`src/gpr_consts.svh`:
```
/*
  Register indices, field positions, reset values and bus timing for the
  eight-pin port register block. Byte address of a register is four times
  its index. Assumes nothing of its surroundings.
*/
`ifndef GPR_CONSTS_SVH
`define GPR_CONSTS_SVH

`define GPR_IDX_DRIVE       6'h04
`define GPR_IDX_SET         6'h05
`define GPR_IDX_CLR         6'h06
`define GPR_IDX_TGL         6'h07
`define GPR_IDX_READBACK    6'h08
`define GPR_IDX_PRIO        6'h09
`define GPR_IDX_MASK0       6'h0a
`define GPR_IDX_MASK1       6'h0b
`define GPR_IDX_PENDING     6'h0c
`define GPR_IDX_REMAP       6'h0e
`define GPR_IDX_PINCFG      6'h10
`define GPR_PINCFG_SEL      3'b010

`define GPR_RST_VAL         8'h00
`define GPR_PRIO_BITS       4
`define GPR_REMAP_BITS      6
`define GPR_PINCFG_BITS     7

`define GPR_POLARITY_SWAP_BIT       6
`define GPR_OPC_HI          5
`define GPR_OPC_LO          3
`define GPR_ISC_HI          2
`define GPR_ISC_LO          0
`define GPR_REMAP_SPI_BIT   5
`define GPR_REMAP_USART_BIT 4
`define GPR_SPI_SCK_POS     3
`define GPR_SPI_MOSI_POS    1

`define GPR_WAIT_STATES     1

`endif

```
`src/gpr_pkg.sv`:
```
/*
  Types shared by the port register block: pad sense and drive styles.
  Assumes the constants header is compiled alongside.
*/
package gpr_pkg;

  typedef enum logic [2:0] {
    GPR_SENSE_BOTH    = 3'b000,
    GPR_SENSE_RISE    = 3'b001,
    GPR_SENSE_FALL    = 3'b010,
    GPR_SENSE_LOW     = 3'b011,
    GPR_SENSE_OFF     = 3'b111
  } gpr_sense_type;

  typedef enum logic [2:0] {
    GPR_OPC_TOTEM     = 3'b000,
    GPR_OPC_KEEPER    = 3'b001,
    GPR_OPC_PULLDN    = 3'b010,
    GPR_OPC_PULLUP    = 3'b011,
    GPR_OPC_WOR       = 3'b100,
    GPR_OPC_WAND      = 3'b101,
    GPR_OPC_WOR_PULL  = 3'b110,
    GPR_OPC_WAND_PULL = 3'b111
  } gpr_opc_type;

endpackage

```
`src/gpr_sense.sv`:
```
/*
  Pad input sampler: two-flop synchroniser, polarity inversion, input
  buffer disable and per-pad sense detection.
  Assumes pad_in is asynchronous and all other inputs are on clk.
*/
`timescale 1ns/1ns
`default_nettype none

module gpr_sense
  import gpr_pkg::*;
(
  input  wire logic        clk,        // Peripheral clock
  input  wire logic        rst_n,      // Asynchronous reset, active low
  input  wire logic [7:0]  pad_in,     // Raw pad levels
  input  wire logic [7:0]  invert,     // Per-pad polarity swap
  input  wire logic [23:0] sense,      // Per-pad sense codes, 3 bits each
  output logic      [7:0]  level_r,    // Sampled, inverted levels
  output logic      [7:0]  hit         // Per-pad sense match this cycle
);

  logic [7:0] sync1_r;
  logic [7:0] sync2_r;
  logic [7:0] prev_r;
  logic [7:0] armed_r;
  logic [7:0] enabled;

  always_ff @(posedge clk or negedge rst_n) begin
    if (!rst_n) begin
      sync1_r <= 8'h00;
      sync2_r <= 8'h00;
    end else begin
      sync1_r <= pad_in;
      sync2_r <= sync1_r;
    end
  end

  always_comb begin
    for (int i = 0; i < 8; i++) begin
      enabled[i] = sense[3*i +: 3] != GPR_SENSE_OFF;
    end
  end

  // Disabled pads stop sampling and read back zero
  always_ff @(posedge clk or negedge rst_n) begin
    if (!rst_n) begin
      level_r <= 8'h00;
      prev_r  <= 8'h00;
      armed_r <= 8'h00;
    end else begin
      level_r <= (sync2_r ^ invert) & enabled;
      prev_r  <= level_r;
      armed_r <= enabled;
    end
  end

  // Armed one cycle after enabling, while prev_r still holds zero, so a high pad can fake an edge
  always_comb begin
    for (int i = 0; i < 8; i++) begin
      unique case (sense[3*i +: 3])
        GPR_SENSE_BOTH: hit[i] = level_r[i] ^ prev_r[i];
        GPR_SENSE_RISE: hit[i] = level_r[i] & ~prev_r[i];
        GPR_SENSE_FALL: hit[i] = ~level_r[i] & prev_r[i];
        GPR_SENSE_LOW:  hit[i] = ~level_r[i];
        default:        hit[i] = 1'b0;
      endcase
      hit[i] = hit[i] & armed_r[i] & enabled[i];
    end
  end

endmodule

`default_nettype wire

```
`src/gpr_top.sv`:
```
/*
  Eight-pin port register block: drive level with set/clear/toggle
  strobes, input readback, two port interrupts, alternate-pin remap and
  per-pad configuration, reached over APB.
  Assumes direction and alternate-function requests arrive on pclk and
  that the pad ring resolves pad_out/pad_oe and the pull enables.
*/
// Function
// Pad is driven to the stored drive level bit.
// Drive level reaches the pad only when the pad is an output.
// Set strobe sets drive bits written as one.
// Clear strobe clears drive bits written as one.
// Toggle strobe inverts drive bits written as one.
// Strobe addresses read back the drive level.
// Readback shows sampled pad levels while the input buffer is on.
// Disabled input buffer stops sampling; readback ignores the pad.
// Priority register holds two 2-bit level fields, bits 3:2 and 1:0.
// Software writes zero to reserved bits.
// Source select 0 picks pads feeding interrupt 0.
// Source select 1 picks pads feeding interrupt 1.
// Pending flag sets on a sense match of a selected pad.
// Writing one clears a pending flag; zero leaves it.
// Remap bit swaps clock and data-out pads of the serial unit.
// Serial unit move shifts its pads from low to high nibble.
// Each compare move shifts compare output k to pin k+4.
// Shared pad carries the OR of both timers' waveforms.
// Remap register exists only on ports that offer it.
// Polarity swap inverts both output and input data.
// Drive/pull field selects totem, keeper, pulls and wired modes.
// Sense field decides which pad condition triggers interrupts.
// Sense codes: both, rising, falling, low level, buffer off.
// Direction bit one makes the pad an output.
// Interrupt request while flag set and its level field nonzero.
// All registers reset to zero.
`timescale 1ns/1ns
`default_nettype none
`include "gpr_consts.svh"

module gpr_top
  import gpr_pkg::*;
#(
  parameter bit REMAP_PRESENT = 1'b1
)(
  input  wire logic        pclk,          // Peripheral clock, 25 MHz
  input  wire logic        presetn,       // Asynchronous reset, active low
  input  wire logic        psel,          // APB select
  input  wire logic        penable,       // APB access phase
  input  wire logic        pwrite,        // APB write
  input  wire logic [7:0]  paddr,         // APB byte address
  input  wire logic [31:0] pwdata,        // APB write data
  output logic      [31:0] prdata,        // APB read data
  output logic             pready,        // APB ready
  output logic             pslverr,       // APB error, unmapped address
  input  wire logic [7:0]  pad_in,        // Pad levels from the pins
  input  wire logic [7:0]  pad_dir,       // Direction, one is output
  output logic      [7:0]  pad_out,       // Value driven to each pad
  output logic      [7:0]  pad_oe,        // Pad output enable
  output logic      [7:0]  pad_pullup_en, // Pull-up enable
  output logic      [7:0]  pad_pulldn_en, // Pull-down enable
  output logic      [7:0]  pad_keeper_en, // Bus-keeper enable
  input  wire logic [3:0]  tmr0_cmp_val,  // Timer 0 compare A..D waves
  input  wire logic [3:0]  tmr0_cmp_en,   // Timer 0 compare A..D active
  input  wire logic [1:0]  tmr1_cmp_val,  // Timer 1 compare A..B waves
  input  wire logic [1:0]  tmr1_cmp_en,   // Timer 1 compare A..B active
  input  wire logic [3:0]  usart_val,     // Serial unit 0 pad values
  input  wire logic [3:0]  usart_en,      // Serial unit 0 pad overrides
  output logic      [1:0]  irq_req,       // Port interrupt requests
  output logic      [3:0]  irq_level      // Priority fields, 3:2 and 1:0
);

  logic [7:0]  drive_level_r;
  logic [7:0]  drive_level_nxt;
  logic [3:0]  prio_r;
  logic [7:0]  mask0_r;
  logic [7:0]  mask1_r;
  logic [1:0]  pending_r;
  logic [1:0]  pending_nxt;
  logic [5:0]  remap_r;
  logic [6:0]  pincfg_r [8];
  logic [7:0]  level_w;
  logic [7:0]  hit_w;
  logic [7:0]  invert_w;
  logic [23:0] sense_w;
  logic [5:0]  idx;
  logic        wr_en;
  logic [7:0]  wd;
  logic [7:0]  alt_en;
  logic [7:0]  alt_val;
  logic [3:0]  usart_nib_val;
  logic [3:0]  usart_nib_en;
  logic [7:0]  out_nxt;
  logic [7:0]  oe_nxt;
  logic [7:0]  pu_nxt;
  logic [7:0]  pd_nxt;
  logic [7:0]  kp_nxt;
  logic [1:0]  set_w;

  assign idx   = paddr[7:2];
  assign wd    = pwdata[7:0];
  assign wr_en = psel & penable & pready & pwrite;

  function automatic logic is_pincfg(input logic [5:0] a);
    return a[5:3] == `GPR_PINCFG_SEL;
  endfunction

  function automatic logic addr_ok(input logic [5:0] a);
    unique case (a)
      `GPR_IDX_DRIVE, `GPR_IDX_SET, `GPR_IDX_CLR, `GPR_IDX_TGL,
      `GPR_IDX_READBACK, `GPR_IDX_PRIO, `GPR_IDX_MASK0,
      `GPR_IDX_MASK1, `GPR_IDX_PENDING, `GPR_IDX_REMAP: return 1'b1;
      default: return is_pincfg(a);
    endcase
  endfunction

  // Read value of a register; narrow data in the low bits
  function automatic logic [7:0] read_reg(input logic [5:0] a);
    if (is_pincfg(a)) begin
      return {1'b0, pincfg_r[a[2:0]]};
    end
    unique case (a)
      `GPR_IDX_DRIVE,
      `GPR_IDX_SET,
      `GPR_IDX_CLR,
      `GPR_IDX_TGL:      return drive_level_r;
      `GPR_IDX_READBACK: return level_w;
      `GPR_IDX_PRIO:     return {4'h0, prio_r};
      `GPR_IDX_MASK0:    return mask0_r;
      `GPR_IDX_MASK1:    return mask1_r;
      `GPR_IDX_PENDING:  return {6'h00, pending_r};
      `GPR_IDX_REMAP:    return {2'h0, remap_r};
      default:           return `GPR_RST_VAL;
    endcase
  endfunction

  // One wait state: pready rises one cycle into the access phase
  always_ff @(posedge pclk or negedge presetn) begin
    if (!presetn) begin
      pready  <= 1'b0;
      pslverr <= 1'b0;
      prdata  <= 32'h0000_0000;
    end else begin
      pready  <= psel & penable & ~pready;
      pslverr <= psel & penable & ~pready & ~addr_ok(idx);
      if (psel & penable & ~pready & ~pwrite) begin
        prdata <= {24'h00_0000, read_reg(idx)};
      end
    end
  end

  always_comb begin
    drive_level_nxt = drive_level_r;
    if (wr_en) begin
      unique case (idx)
        `GPR_IDX_DRIVE: drive_level_nxt = wd;
        `GPR_IDX_SET:   drive_level_nxt = drive_level_r | wd;
        `GPR_IDX_CLR:   drive_level_nxt = drive_level_r & ~wd;
        `GPR_IDX_TGL:   drive_level_nxt = drive_level_r ^ wd;
        default:        drive_level_nxt = drive_level_r;
      endcase
    end
  end

  always_ff @(posedge pclk or negedge presetn) begin
    if (!presetn) begin
      drive_level_r <= `GPR_RST_VAL;
    end else begin
      drive_level_r <= drive_level_nxt;
    end
  end

  // Reserved bits are not stored and read as zero
  always_ff @(posedge pclk or negedge presetn) begin
    if (!presetn) begin
      prio_r  <= 4'h0;
      mask0_r <= `GPR_RST_VAL;
      mask1_r <= `GPR_RST_VAL;
      remap_r <= 6'h00;
    end else if (wr_en) begin
      if (idx == `GPR_IDX_PRIO) begin
        prio_r <= wd[`GPR_PRIO_BITS-1:0];
      end
      if (idx == `GPR_IDX_MASK0) begin
        mask0_r <= wd;
      end
      if (idx == `GPR_IDX_MASK1) begin
        mask1_r <= wd;
      end
      if (idx == `GPR_IDX_REMAP && REMAP_PRESENT) begin
        remap_r <= wd[`GPR_REMAP_BITS-1:0];
      end
    end
  end

  always_ff @(posedge pclk or negedge presetn) begin
    if (!presetn) begin
      for (int i = 0; i < 8; i++) begin
        pincfg_r[i] <= 7'h00;
      end
    end else if (wr_en && is_pincfg(idx)) begin
      pincfg_r[idx[2:0]] <= wd[`GPR_PINCFG_BITS-1:0];
    end
  end

  always_comb begin
    for (int i = 0; i < 8; i++) begin
      invert_w[i]       = pincfg_r[i][`GPR_POLARITY_SWAP_BIT];
      sense_w[3*i +: 3] = pincfg_r[i][`GPR_ISC_HI:`GPR_ISC_LO];
    end
  end

  gpr_sense u_sense (
    .clk     (pclk),
    .rst_n   (presetn),
    .pad_in  (pad_in),
    .invert  (invert_w),
    .sense   (sense_w),
    .level_r (level_w),
    .hit     (hit_w)
  );

  assign set_w = {|(hit_w & mask1_r), |(hit_w & mask0_r)};

  // A sense match in the clearing cycle keeps the flag set
  always_comb begin
    pending_nxt = pending_r;
    if (wr_en && idx == `GPR_IDX_PENDING) begin
      pending_nxt = pending_r & ~wd[1:0];
    end
    pending_nxt = pending_nxt | set_w;
  end

  always_ff @(posedge pclk or negedge presetn) begin
    if (!presetn) begin
      pending_r <= 2'b00;
      irq_req   <= 2'b00;
      irq_level <= 4'h0;
    end else begin
      pending_r <= pending_nxt;
      irq_req   <= {pending_r[1] & (|prio_r[3:2]),
                    pending_r[0] & (|prio_r[1:0])};
      irq_level <= prio_r;
    end
  end

  // Alternate functions; serial unit overrides win over timer outputs
  always_comb begin
    usart_nib_val = usart_val;
    usart_nib_en  = usart_en;
    if (remap_r[`GPR_REMAP_SPI_BIT]) begin
      usart_nib_val[`GPR_SPI_SCK_POS]  = usart_val[`GPR_SPI_MOSI_POS];
      usart_nib_val[`GPR_SPI_MOSI_POS] = usart_val[`GPR_SPI_SCK_POS];
      usart_nib_en[`GPR_SPI_SCK_POS]   = usart_en[`GPR_SPI_MOSI_POS];
      usart_nib_en[`GPR_SPI_MOSI_POS]  = usart_en[`GPR_SPI_SCK_POS];
    end
    alt_en  = {6'h00, tmr1_cmp_en} << 4;
    alt_val = {6'h00, tmr1_cmp_val & tmr1_cmp_en} << 4;
    for (int k = 0; k < 4; k++) begin
      if (remap_r[k]) begin
        alt_en[k+4]  = alt_en[k+4] | tmr0_cmp_en[k];
        alt_val[k+4] = alt_val[k+4] | (tmr0_cmp_val[k] & tmr0_cmp_en[k]);
      end else begin
        alt_en[k]  = tmr0_cmp_en[k];
        alt_val[k] = tmr0_cmp_val[k] & tmr0_cmp_en[k];
      end
    end
    for (int k = 0; k < 4; k++) begin
      if (remap_r[`GPR_REMAP_USART_BIT]) begin
        if (usart_nib_en[k]) begin
          alt_en[k+4]  = 1'b1;
          alt_val[k+4] = usart_nib_val[k];
        end
      end else if (usart_nib_en[k]) begin
        alt_en[k]  = 1'b1;
        alt_val[k] = usart_nib_val[k];
      end
    end
  end

  // Pad drive and pull style per pad
  always_comb begin
    for (int i = 0; i < 8; i++) begin
      out_nxt[i] = (alt_en[i] ? alt_val[i] : drive_level_r[i])
                   ^ invert_w[i];
      pu_nxt[i]  = 1'b0;
      pd_nxt[i]  = 1'b0;
      kp_nxt[i]  = 1'b0;
      unique case (pincfg_r[i][`GPR_OPC_HI:`GPR_OPC_LO])
        GPR_OPC_TOTEM:     oe_nxt[i] = pad_dir[i];
        GPR_OPC_KEEPER: begin
          oe_nxt[i] = pad_dir[i];
          kp_nxt[i] = 1'b1;
        end
        GPR_OPC_PULLDN: begin
          oe_nxt[i] = pad_dir[i];
          pd_nxt[i] = ~pad_dir[i];
        end
        GPR_OPC_PULLUP: begin
          oe_nxt[i] = pad_dir[i];
          pu_nxt[i] = ~pad_dir[i];
        end
        GPR_OPC_WOR:       oe_nxt[i] = pad_dir[i] & out_nxt[i];
        GPR_OPC_WAND:      oe_nxt[i] = pad_dir[i] & ~out_nxt[i];
        GPR_OPC_WOR_PULL: begin
          oe_nxt[i] = pad_dir[i] & out_nxt[i];
          pd_nxt[i] = 1'b1;
        end
        GPR_OPC_WAND_PULL: begin
          oe_nxt[i] = pad_dir[i] & ~out_nxt[i];
          pu_nxt[i] = 1'b1;
        end
      endcase
    end
  end

  // Direction one passes oe_nxt to the driver; zero leaves the pad undriven
  always_ff @(posedge pclk or negedge presetn) begin
    if (!presetn) begin
      pad_out       <= 8'h00;
      pad_oe        <= 8'h00;
      pad_pullup_en <= 8'h00;
      pad_pulldn_en <= 8'h00;
      pad_keeper_en <= 8'h00;
    end else begin
      pad_out       <= out_nxt;
      pad_oe        <= oe_nxt & pad_dir;
      pad_pullup_en <= pu_nxt;
      pad_pulldn_en <= pd_nxt;
      pad_keeper_en <= kp_nxt;
    end
  end
endmodule

`default_nettype wire

```
`config.mk`:
```
export PLATFORM = sky130hd
export DESIGN_NAME = gpr_top
export DESIGN_NICKNAME = d
export VERILOG_FILES = /design/src/gpr_pkg.sv /design/src/gpr_sense.sv /design/src/gpr_top.sv
export VERILOG_INCLUDE_DIRS = /design/src /design/src/src
export SDC_FILE = /design/constraint.sdc
export NUM_CORES = 1
export LEC_CHECK = 0
export BUFFER_PORTS_ARGS = -buffer_cell sky130_fd_sc_hd__buf_2
export CORE_MARGIN = 3
export CORE_UTILIZATION = 40
export DETAILED_ROUTE_END_ITERATION = 8
export GPL_TIMING_DRIVEN = 0
export PLACE_DENSITY = 0.68
export SYNTH_ARGS = -nofsm -noshare
export SYNTH_HDL_FRONTEND = slang
export SYNTH_HIERARCHICAL = 1
export SYNTH_SLANG_ARGS = --single-unit
```
`constraint.sdc`:
```
create_clock -name pclk -period 1.8 [get_ports pclk]
set_clock_uncertainty 0.05 [all_clocks]
set_input_delay 0.09 -clock pclk [delete_from_list [all_inputs] [get_ports pclk]]
set_output_delay 0.09 -clock pclk [all_outputs]
set_load 0.005 [all_outputs]
```
==> metrics.csv <==
metric,value,unit
clock slew at reported path FFs,0.07,ns
failing checks,negative setup slack,
sum of buffers and inverters on the critical path,1,
wire length of the first global-routing pass,37.2,mm
leak pwr,5.65,nW
share of cells above drive strength 1,34.6,%
count of nets after finishing,1086,
Synth Register Bits,188,
H-tree levels,4,
final standard cell utilization of the core,52.5,%
number of non-filler instances in the completed layout,1266,
total wire length,24.5,mm
Placed Cells incl. Taps,1183,
estimated wirelength of the detail-placed design,17.4,mm
biggest cell delay along the critical path,0.49,ns
worst min-delay path endpoint,mask1_r[2],
part of the total power dissipated in combinational logic,11.2,%
count of maximum capacitance violations,0,
clock latency on the worst-skew pair,0.43,ns
setup_tns,-0.320,ns
fraction of synthesized cell area taken by the top area cell type,51.5,%
complex-gate fraction of the synthesized area,7.77,%
Area Overhead vs Synth,27.1,%
clock tree buffer depth,2,
floorplan core area,22100,µm²
list of most frequent post-synthesis cells,"sky130_fd_sc_hd__dfrtp_1, sky130_fd_sc_hd__inv_1, sky130_fd_sc_hd__mux2_2",
WHS Path Cells,3,
RR Endpoint,pending_r[1],
Int Pwr,7.06,mW
synthesized-area fraction occupied by xor and xnor cells,3.15,%
aggregate global routing overflow,0,
Die Width,157,µm
critical-path cell list,"inv_1, ha_1, mux4_2, nor3b_4, a22oi_1, nand4_1, a21o_1",
relative contribution of the clock network to total power,40.8,%
number of design-rule violations left by the first detailed-router iteration,637,
clock buffer count from CTS,17,
Clock Sinks,188,
Critical Path Fanout Max,2,
final critical-path required period,1.97,ns
number of antenna violations at the first check in global routing,1,
routability-driven placement congestion ratio,0.914,
unrepaired setup endpoints after global routing,yes,
Net Sw Frac,25.2,%
arrival time of data at the critical path endpoint,2.29,ns
Mapped Avg Cell Area,11.8,µm²
port buffer count,108,
worst-case setup slack after placement,-0.794,ns
detailed-router iteration count before antenna repair,7,
dominant register cell in the synthesized netlist,sky130_fd_sc_hd__dfrtp_1,
largest net degree at the start of global routing,114,
"Largest delay share family, worst path",multiplexers,
total routing resource utilization after global routing,19.9,%
Biggest register,pincfg_r,
vias per cell,5.31,
worst min-delay path startpoint,pwdata[2],
Synth Area in Adders,4.39,%
vias,6719,
max FFs per register,48,
boundary pin count,161,
CP required,2.12,ns
fin worst setup slack,-0.171,ns
initial core utilization,41.3,%
Worst R2R Start,u_sense/level_r[7],
via count of the first global-routing pass,6588,
number of enable-type register cells in the synthesized netlist,0,
run status,"finished, violations left",
"Hold Violations, Final",0,
pin slew with the least headroom to its limit,1.01,ns
antenna cells,0,
Sw Pwr,2.38,mW
max-slew violations,0,
"share of synthesized cell area in and, or, nand and nor gates",10.1,%
dominant cell type by area after synthesis,sky130_fd_sc_hd__dfrtp_1,
CP max-delay cell,sky130_fd_sc_hd__mux4_2,
dominant combinational cell family by area after synthesis,multiplexers,
main area contributors after synthesis,"sky130_fd_sc_hd__dfrtp_1, sky130_fd_sc_hd__mux2_2, sky130_fd_sc_hd__mux4_2, sky130_fd_sc_hd__ha_1, sky130_fd_sc_hd__mux2i_1",
kind of end point of the critical path,register,
sequential area share after synthesis,51.5,%
"FFs w/ async S/R, synth",100,%
mux contribution to synthesized area,16.8,%
number of nets with antenna violations after detailed routing,0,
die area,24700,µm²
most used standard cell by instance count after synthesis,sky130_fd_sc_hd__dfrtp_1,
gate count of the mapped netlist,771,
worst-case headroom to the max-slew limit,32.7,%
Avg WL per Cell,19.4,µm
clock tree from TritonCTS,yes,
power per cell area,813,nW/µm²
worst min-delay path class,in2reg,
count of standard-cell rows,54,
final setup fails,2,
synthesized area,9130,µm²
number of distinct library cells after synthesis,58,
yosys synthesis warning count,6,
Max rail drop VDD,0.392,mV
Critical Path Start Type,register,
worst-case hold slack,0.0249,ns
worst r2r path cells,7,
Final Cycle Share,109,%
die boundary height,157,µm
master cell of the clock root buffer,sky130_fd_sc_hd__clkbuf_16,
FMAX,507,MHz
Seq pwr share,48.0,%
setup slack of the worst register-to-register path,-0.17,ns
DRC viols,0,
critical path type,reg2reg,
[power groups by stage]
| stage | Combinational (mW) | Sequential, mW | Clock (mW) |
|---|---|---|---|
| floorplan | 0.503 | 4.56 | 0 |
| global placement | 0.870 | 4.61 | 0 |
| detailed placement | 0.904 | 4.61 | 0 |
| CTS | 1.02 | 4.53 | 3.91 |
| global route | 1.16 | 4.55 | 4.09 |
| finish | 1.06 | 4.53 | 3.85 |
[stage by stage]
stage	cell area (µm²)	power, mW
6_report	11600	9.44
5_1_grt	11600	9.79
4_1_cts	11400	9.47
3_5_place_dp	10200	5.52
3_3_place_gp	10100	5.48
2_1_floorplan	9240	5.06
[final cells by class]
class	count	area [µm²]
plain buffers	49	312
clock buffers	21	470
clock inverters	11	130
fillers	1898	10500
inverters	73	274
multi-input cells	481	4280
flip-flops and latches	188	4710
well taps	280	350
repair buffers	163	1080
[repair_timing]
| action | 4_1_cts | 5_1_grt |
|---|---|---|
| endpoints found under the setup margin | 97 | 71 |
| gates resized for setup | 59 | 29 |
| endpoints found under the hold margin | 112 | 0 |
| hold buffers | 23 | 0 |
| pin swaps | 17 | 15 |
| setup buffers | 23 | 8 |
[per-layer routing]
layer / part of all wire, % / global-route usage (%) / wire (µm)
met5: 0.045 / 0 / 11
met4: 3.9 / 8.55 / 963
met3: 6.1 / 4.81 / 1500
met2: 49 / 32.3 / 12000
met1: 41 / 25.7 / 10000
[kinds of logic after synthesis]
kind of cell	after synthesis
AO/OA/AOI/OAI	104
XOR/XNOR	25
AND/OR/NAND/NOR	177
other	1
flip-flops	188
multiplexers	119
buffers and inverters	125
adder cells (fa/ha/maj)	32
[placed cells by master (no fill, tap or decap), drive strengths merged, types with 21 or more instances in the layout]
cell	n
dfrtp	188
buf	175
inv	77
mux2	62
nand2	52
nor2	43
mux2i	36
clkbuf	35
o21ai	32
ha	32
conb	24
dlygate4sd3	23
mux4	21
[worst max-delay path by stage]
stage,startpoint,end,cells after the start
floorplan,pready,invert_w[6],5
global placement,presetn,u_sense/sync1_r[3],1
detailed placement,u_sense/level_r[3],pending_r[0],8
CTS,u_sense/level_r[2],pending_r[1],7
global route,u_sense/level_r[3],pending_r[1],8
finish,u_sense/level_r[7],pending_r[1],7
[worst min-delay path, stage by stage]
cell	delay [ns]
sky130_fd_sc_hd__buf_2	0.10
sky130_fd_sc_hd__inv_1	0.09
sky130_fd_sc_hd__o21ai_0	0.18
Power figures use the tool's default switching activity.
